**src/core/ams_pkg.sv**
```systemverilog
// package for the audio mute source select block
package ams_pkg;

  // ==========================================================================
  // sizes
  // ==========================================================================
  localparam int unsigned AMS_NUM_PORTS  = 3;
  localparam int unsigned AMS_ADDR_W     = 32;
  localparam int unsigned AMS_DATA_W     = 32;
  localparam int unsigned AMS_SEL_W      = 3;

  // ==========================================================================
  // register byte addresses
  // ==========================================================================
  localparam logic [31:0] AMS_PORT0_MUTE_CFG_REG = 32'h4000_0018;
  localparam logic [31:0] AMS_PORT1_MUTE_CFG_REG = 32'h4000_001C;
  localparam logic [31:0] AMS_PORT2_MUTE_CFG_REG = 32'h4000_0020;

  // ==========================================================================
  // field layout and reset values
  // ==========================================================================
  localparam int unsigned AMS_SEL_LSB    = 0;
  localparam logic [2:0]  AMS_SEL_RESET  = 3'h0;
  localparam logic [31:0] AMS_RDATA_IDLE = 32'h0000_0000;
  localparam logic        AMS_MUTE_RESET = 1'h0;
  localparam logic        AMS_RXV_RESET  = 1'h0;

  // ==========================================================================
  // mute source select codes
  // ==========================================================================
  localparam logic [2:0] AMS_SEL_ZERO       = 3'h0;
  localparam logic [2:0] AMS_SEL_SDATA7     = 3'h1;
  localparam logic [2:0] AMS_SEL_SDATA8     = 3'h2;
  localparam logic [2:0] AMS_SEL_SDATA9     = 3'h3;
  localparam logic [2:0] AMS_SEL_P2_RX_HFCK = 3'h4;
  localparam logic [2:0] AMS_SEL_SPI0_SLAVE_IN = 3'h5;
  localparam logic [2:0] AMS_SEL_SPI0_CS       = 3'h6;
  localparam logic [2:0] AMS_SEL_SPI0_ENABLE   = 3'h7;

  // ==========================================================================
  // carriers
  // ==========================================================================
  typedef struct packed {
    logic sdata7_second_spi_clock_pin;
    logic sdata8_second_spi_slave_out_pin;
    logic sdata9_second_spi_slave_in_pin;
    logic port2_rx_high_freq_clock;
    logic first_spi_slave_in_pin;
    logic first_spi_chip_select_pin;
    logic first_spi_enable_pin;
  } ams_src_t;

  typedef struct packed {
    logic [AMS_ADDR_W-1:0] addr;
    logic [AMS_DATA_W-1:0] wdata;
    logic                  wr;
    logic                  rd;
  } ams_bus_req_t;

  function automatic logic [31:0] ams_cfg_addr(input int unsigned port);
    logic [31:0] a;
    a = AMS_PORT0_MUTE_CFG_REG;
    if (port == 1)
      a = AMS_PORT1_MUTE_CFG_REG;
    else if (port == 2)
      a = AMS_PORT2_MUTE_CFG_REG;
    return a;
  endfunction : ams_cfg_addr

endpackage : ams_pkg

```
**src/core/ams_mute_select.sv**
```systemverilog
// mute input source select for the three audio serial ports
//
// The address-and-strobe port was left to the implementer.
`timescale 1ns/1ns
`default_nettype none

module ams_mute_select #(
  parameter int unsigned NUM_PORTS = ams_pkg::AMS_NUM_PORTS,
  parameter int unsigned DATA_W    = ams_pkg::AMS_DATA_W
) (
  input  wire logic                 i_clk,
  input  wire logic                 i_resetn,
  input  wire ams_pkg::ams_bus_req_t i_bus,
  output var  logic [DATA_W-1:0]    o_rdata,
  input  wire ams_pkg::ams_src_t    i_src,
  output var  logic [NUM_PORTS-1:0] o_mute_in,
  input  wire logic [NUM_PORTS-1:0] i_rx_bus_sel,
  input  wire logic [NUM_PORTS-1:0] i_rx_buf_rd,
  input  wire logic [DATA_W-1:0]    i_rx_buf_data [NUM_PORTS],
  output var  logic [NUM_PORTS-1:0] o_rx_buf_valid,
  output var  logic [DATA_W-1:0]    o_rx_buf_rdata [NUM_PORTS]
);

  // ==========================================================================
  // local sizes
  // ==========================================================================
  localparam int unsigned SEL_W = ams_pkg::AMS_SEL_W;
  localparam int unsigned PAD_W = DATA_W - SEL_W;

  typedef logic [SEL_W-1:0] ams_sel_t;

  // ==========================================================================
  // eight-way source mux
  // ==========================================================================
  // code 000 is a constant, so a cleared field can never mute a port
  function automatic logic mux_src(
    input ams_sel_t          sel,
    input ams_pkg::ams_src_t s
  );
    logic v;
    v = 1'b0;
    unique case (sel)
      ams_pkg::AMS_SEL_ZERO:          v = 1'b0;
      ams_pkg::AMS_SEL_SDATA7:        v = s.sdata7_second_spi_clock_pin;
      ams_pkg::AMS_SEL_SDATA8:        v = s.sdata8_second_spi_slave_out_pin;
      ams_pkg::AMS_SEL_SDATA9:        v = s.sdata9_second_spi_slave_in_pin;
      ams_pkg::AMS_SEL_P2_RX_HFCK:    v = s.port2_rx_high_freq_clock;
      ams_pkg::AMS_SEL_SPI0_SLAVE_IN: v = s.first_spi_slave_in_pin;
      ams_pkg::AMS_SEL_SPI0_CS:       v = s.first_spi_chip_select_pin;
      ams_pkg::AMS_SEL_SPI0_ENABLE:   v = s.first_spi_enable_pin;
    endcase
    return v;
  endfunction : mux_src

  // ==========================================================================
  // address decode
  // ==========================================================================
  wire logic [NUM_PORTS-1:0] cfg_hit;
  wire logic [NUM_PORTS-1:0] cfg_wr;
  wire logic [NUM_PORTS-1:0] cfg_rd;

  genvar gd;
  generate
    for (gd = 0; gd < NUM_PORTS; gd++)
    begin : g_decode
      // full byte address compare, so nothing aliases across the map
      assign cfg_hit[gd] = (i_bus.addr == ams_pkg::ams_cfg_addr(gd));
      assign cfg_wr[gd]  = i_bus.wr && cfg_hit[gd];
      assign cfg_rd[gd]  = i_bus.rd && cfg_hit[gd];
    end
  endgenerate

  // ==========================================================================
  // select fields
  // ==========================================================================
  ams_sel_t sel_r [NUM_PORTS];

  genvar gs;
  generate
    for (gs = 0; gs < NUM_PORTS; gs++)
    begin : g_sel
      ams_sel_t sel_nxt;

      always_comb
      begin
        sel_nxt = sel_r[gs];
        // upper bits are dropped; software keeps them zero
        if (cfg_wr[gs])
        begin
          sel_nxt = i_bus.wdata[ams_pkg::AMS_SEL_LSB +: SEL_W];
        end
      end

      always_ff @(posedge i_clk or negedge i_resetn)
      begin
        if (!i_resetn)
        begin
          sel_r[gs] <= ams_pkg::AMS_SEL_RESET;
        end
        else
        begin
          sel_r[gs] <= sel_nxt;
        end
      end
    end
  endgenerate

  // ==========================================================================
  // mute outputs
  // ==========================================================================
  genvar gm;
  generate
    for (gm = 0; gm < NUM_PORTS; gm++)
    begin : g_mute
      logic mute_nxt;

      always_comb
      begin
        // mux reads the stored field: one cycle late, but never glitches
        mute_nxt = mux_src(sel_r[gm], i_src);
      end

      always_ff @(posedge i_clk or negedge i_resetn)
      begin
        if (!i_resetn)
        begin
          o_mute_in[gm] <= ams_pkg::AMS_MUTE_RESET;
        end
        else
        begin
          o_mute_in[gm] <= mute_nxt;
        end
      end
    end
  endgenerate

  // ==========================================================================
  // receive buffer read gate
  // ==========================================================================
  genvar gr;
  generate
    for (gr = 0; gr < NUM_PORTS; gr++)
    begin : g_rx
      logic              rxv_nxt;
      logic [DATA_W-1:0] rxd_nxt;

      always_comb
      begin
        // idle data is zero so a refused read leaks nothing
        rxv_nxt = i_rx_buf_rd[gr] && i_rx_bus_sel[gr];
        rxd_nxt = rxv_nxt ? i_rx_buf_data[gr] : DATA_W'(ams_pkg::AMS_RDATA_IDLE);
      end

      always_ff @(posedge i_clk or negedge i_resetn)
      begin
        if (!i_resetn)
        begin
          o_rx_buf_valid[gr] <= ams_pkg::AMS_RXV_RESET;
          o_rx_buf_rdata[gr] <= DATA_W'(ams_pkg::AMS_RDATA_IDLE);
        end
        else
        begin
          o_rx_buf_valid[gr] <= rxv_nxt;
          o_rx_buf_rdata[gr] <= rxd_nxt;
        end
      end
    end
  endgenerate

  // ==========================================================================
  // register images
  // ==========================================================================
  wire logic [DATA_W-1:0] cfg_image [NUM_PORTS];

  genvar gi;
  generate
    for (gi = 0; gi < NUM_PORTS; gi++)
    begin : g_image
      // reserved bits read as zero rather than whatever was written
      assign cfg_image[gi] = {{PAD_W{1'b0}}, sel_r[gi]};
    end
  endgenerate

  // ==========================================================================
  // register read port
  // ==========================================================================
  logic [DATA_W-1:0] rdata_nxt;

  always_comb
  begin
    // unmapped addresses read as zero; data stands for one cycle only
    rdata_nxt = DATA_W'(ams_pkg::AMS_RDATA_IDLE);
    for (int p = 0; p < NUM_PORTS; p++)
    begin
      if (cfg_rd[p])
      begin
        rdata_nxt = cfg_image[p];
      end
    end
  end

  always_ff @(posedge i_clk or negedge i_resetn)
  begin
    if (!i_resetn)
    begin
      o_rdata <= DATA_W'(ams_pkg::AMS_RDATA_IDLE);
    end
    else
    begin
      o_rdata <= rdata_nxt;
    end
  end

endmodule : ams_mute_select

`default_nettype wire

```
**config.mk**
```make
export PLATFORM = sky130hd
export DESIGN_NAME = ams_mute_select
export DESIGN_NICKNAME = d
export VERILOG_FILES = /design/src/core/ams_pkg.sv /design/src/core/ams_mute_select.sv
export SDC_FILE = /design/constraint.sdc
export NUM_CORES = 1
export LEC_CHECK = 0
export CAP_MARGIN = 20
export CORE_UTILIZATION = 27
export CTS_CLUSTER_SIZE = 12
export DETAILED_ROUTE_END_ITERATION = 10
export DONT_BUFFER_PORTS = 1
export PLACE_DENSITY = 0.49
export SLEW_MARGIN = 25
export SYNTH_ARGS = -nofsm -noshare
export SYNTH_HDL_FRONTEND = slang
export SYNTH_SLANG_ARGS = --single-unit
```
**constraint.sdc**
```tcl
create_clock -name i_clk -period 1.41 [get_ports i_clk]
set_input_delay 0.141 -clock i_clk [delete_from_list [all_inputs] [get_ports i_clk]]
set_output_delay 0.141 -clock i_clk [all_outputs]
set_load 0.02 [all_outputs]
```
# Yosys cells after proc, flatten, opt, wreduce, memory -nomap -nowiden
# Cells that the tools add are included.
# totals
out_inout_bits	134
regBits	143
# op_classes
eq_ne	24
mux	9
reduce_logical	12
# op_table
operator	count
2-to-1 mux 32 bit	5
== test 32 x 31 -> 1 bit, second input constant	3
== test 3 bit, second input constant	12
one-hot mux 1 bit (8 select lines)	3
== test 3 x 2 -> 1 bit, second input constant	6
== test 3 x 1 -> 1 bit, second input constant	3
logical AND 1 bit	9
logical NOT 3 bit	3
2-to-1 mux 3 bit	1

# Depth between registers and ports, before layout
# logic_depth
ltp_word	5
mapped_depth	4

# Worst setup path before layout
# No wires, ideal clock.
# synth_path
kind	input-to-reg
start	in i_bus[61] (netlist name)
end	reg sel_r (netlist bit cfg_image[32])
path_buffers	0
stages	4
setup_ps	125
t_required_ps	1285
path_slack_ps	-53
arrival_ps	1338
cell_sequence	nor4b_4 -> nand4_4 -> nor4_4 -> mux2_2
# synth_via
elab_chain_len	2
# synth_lines
element	line_no	source
from (decl)	ams_mute_select.sv:13	input wire ams_pkg::ams_bus_req_t i_bus,
== test 32 x 31 -> 1 bit	ams_mute_select.sv:67	assign cfg_hit[gd] = (i_bus.addr == ams_pkg::ams_cfg_addr(gd));
logical AND 1 bit	ams_mute_select.sv:68	assign cfg_wr[gd] = i_bus.wr && cfg_hit[gd];
to (signal, indexed assignment)	ams_mute_select.sv:98	sel_r[gs] <= ams_pkg::AMS_SEL_RESET;
to (signal, indexed assignment)	ams_mute_select.sv:102	sel_r[gs] <= sel_nxt;
to (decl)	ams_mute_select.sv:76	ams_sel_t sel_r [NUM_PORTS];
# No other way between the ends.
# A chain may end at the register's enable or synchronous reset.

# Worst setup path in the final report
# layout_path
start	in i_bus[36] (netlist name)
end	reg sel_r (netlist bit cfg_image[66])
# The elaborated chain is that of the path after synthesis.

==> flow_summary.ini <==
[status]
status = finished with violations
violations = hold timing

[clocking]
numClockSinks = 114
clock_path_buffers = 2
post-cts-setup-buffers = 0
postCtsHoldBufs = 106
cts_buffers = 17
tritoncts = yes
htreeDepth = 4
clkTransAtPathRegs_ns = 0.05
insertion_delay_ns = 0.40
cts_root_buf = clkbuf_16
cts_resized = 0

[critical_path]
r2r-start = cfg_image[0]$_DFFE_PN0P_
start_kind = input port
required_ns = 1.69
path_class = input port to flip-flop
setup.worst_path.end = cfg_image[66]$_DFFE_PN0P_
r2r_end = o_mute_in[2]$_DFF_PN0_
cp-end-kind = flip-flop
cp-startpoint = i_bus[36]
reg2reg_slack_ns = 0.21
crit_fanout = 6
reg2regPathDepth = 2
cp.arrival_ns = 1.60

[placed_design]
pre_cts_ws_ns = -0.1827
gp_congestion = 0.7406
dp_cells = 512
dpl.hpwl_mm = 7.252
placed_cell_area_mm2 = 0.004503
port_buffers = 0

[timing]
holdWs_ns = -0.5672
max_freq_ghz = 0.7586
relSlewSlack_pct = 34.05
final_max_slew_viol_count = 0
rsz0062_at_grt = no
setup_viol = 0
worst_slack_ns = 0.09184
hold_viol_final = 114
min_period_ns = 1.318
tightest_slew_ns = 0.9860
timing.final.crit_share_pct = 93.49
clock_skew_ns = 0.004636

[yosys]
yosys.area.top_type_share_pct = 65.69
synth_seq_cells = 114
dominantRegCellSynth = dfrtp_1
synthDistinctLibCells = 25
synth_seq_area_share_pct = 65.69
synth_top_cell_by_area = dfrtp_1
syn_inst = 313
yosys_warnings = 0
syn_area_mm2 = 0.004343
syn_area_per_cell_um2 = 13.88
async_flop_share_pct = 100.0
synth_edf_count = 0
synthTopCellsByArea = dfrtp_1, and3_1, buf_4

[global_routing]
grt_usage_pct = 14.02
grt_max_degree = 115
grt-ovfl-total = 0
grt_pass1_vias = 3174
antenna_found_initial = 0
grt_pass1_wl_mm = 16.97

[pwr]
peakVddDrop_uv = 748.7
power_density_mw_per_mm2 = 1353
p_leak_nw = 3.154

[layout]
finalNonFillerCells = 648
layout.nets = 603
layout_commonest_cell = dfrtp_1
fillerInstances = 1450
multi_input_area_mm2 = 0.001323
final_core_util_pct = 39.91
antenna_cells = 0
syn2layout_area_growth_pct = 41.77
design_area_mm2 = 0.006157
drive_gt1_share_pct = 14.19
layout_common_cells = dfrtp_1, dlygate4sd3_1, and3_1
seqCellArea_mm2 = 0.002853

[hold_path]
hp-class = input port to asynchronous set/reset pin

[floorplan]
io_pins = 311
core.rowCount = 45
die_x_um = 128.8
start_util_pct = 28.15
core-area_mm2 = 0.01543
die_h_um = 128.8
die_area_mm2 = 0.01660

[route]
drt_iter0_drc = 70
drt_drc_violations_left = 0
ant_nets = 0
first_pass_iters = 4
vias = 2877
wl_mm = 11.28
wl_per_cell_um = 17.41
routed_via_density = 4.440

[flow_run]
cap_violations = 0
report_power, final:
group | switching (mW) | leakage, nW | total [mW] | internal, mW
clock | 1.41 | 0.285 | 4.26 | 2.85
combinational | 0.218 | 1.33 | 0.491 | 0.273
sequential | 0.197 | 1.54 | 3.58 | 3.39
total | 1.83 | 3.15 | 8.33 | 6.51
metrics by stage:
stage,power (mW),TNS (ns)
after CTS,8.486,0
after floorplan,3.892,-0.3089
final,8.333,0
after global placement,3.823,-1.326
after detailed placement,3.828,-1.569
after global routing,8.699,0
worst min-delay path by stage:
| stage | start | to | slack [ns] | cells past startpoint |
|---|---|---|---|---|
| 2_1_floorplan | i_resetn | cfg_image[0]$_DFFE_PN0P_ | -0.15 | 0 |
| 3_3_place_gp | i_resetn | o_rx_buf_rdata[61]$_DFF_PN0_ | -0.15 | 0 |
| 3_5_place_dp | i_resetn | o_rx_buf_rdata[61]$_DFF_PN0_ | -0.15 | 0 |
| 4_1_cts | i_resetn | o_rx_buf_rdata[44]$_DFF_PN0_ | -0.60 | 0 |
| 5_1_grt | i_resetn | o_rx_buf_rdata[61]$_DFF_PN0_ | -0.60 | 0 |
| 6_report | i_resetn | o_rx_buf_rdata[61]$_DFF_PN0_ | -0.57 | 0 |
Yosys cell counts (all sizes together), types with 3 or more instances:
library cell  count
nand3             4
dfrtp           114
a21oi             3
mux4              3
mux2             12
nor4             10
buf              29
mux2i             3
and3             96
a21o              3
clkbuf           19
a22o              3
a211oi            3
and2              3
area by class of cell:
cell class                      count  area share (%)
Multi-Input combinational cell    178           21.48
Timing Repair Buffer              114           18.21
Inverter                            1         0.06096
Clock buffer                       21           7.478
Tap cell                          211           4.288
Clock inverter                      9           2.154
Sequential cell                   114           46.33
registers in the layout (all words and copies together) (netlist names):
signal,cells
o_rx_buf_valid,3
o_mute_in,3
o_rdata,3
cfg_image,9
o_rx_buf_rdata,96
kinds of logic after synthesis:
family	count (synthesis)	synth area share (%)
AO/OA/AOI/OAI	12	1.988
AND/OR/NAND/NOR	119	20.14
multiplexers	18	5.359
other	1	0.08635
buffers and inverters	49	6.742
flip-flops	114	65.69
critical path: stages:
cell and delay, ns:
dlygate4sd3_1 0.64, nor4_4 0.44, mux2_2 0.38
layer usage:
layer / vias to the layer above / wire length [um] / track usage (%)
met5: - / 0 / 0
met4: 0 / 267 / 7.682
met3: 21 / 1025 / 6.112
met2: 199 / 5810 / 23.91
met1: 1386 / 4176 / 14.52
li1: 1271 / - / -
Power figures use the tool's default switching activity.
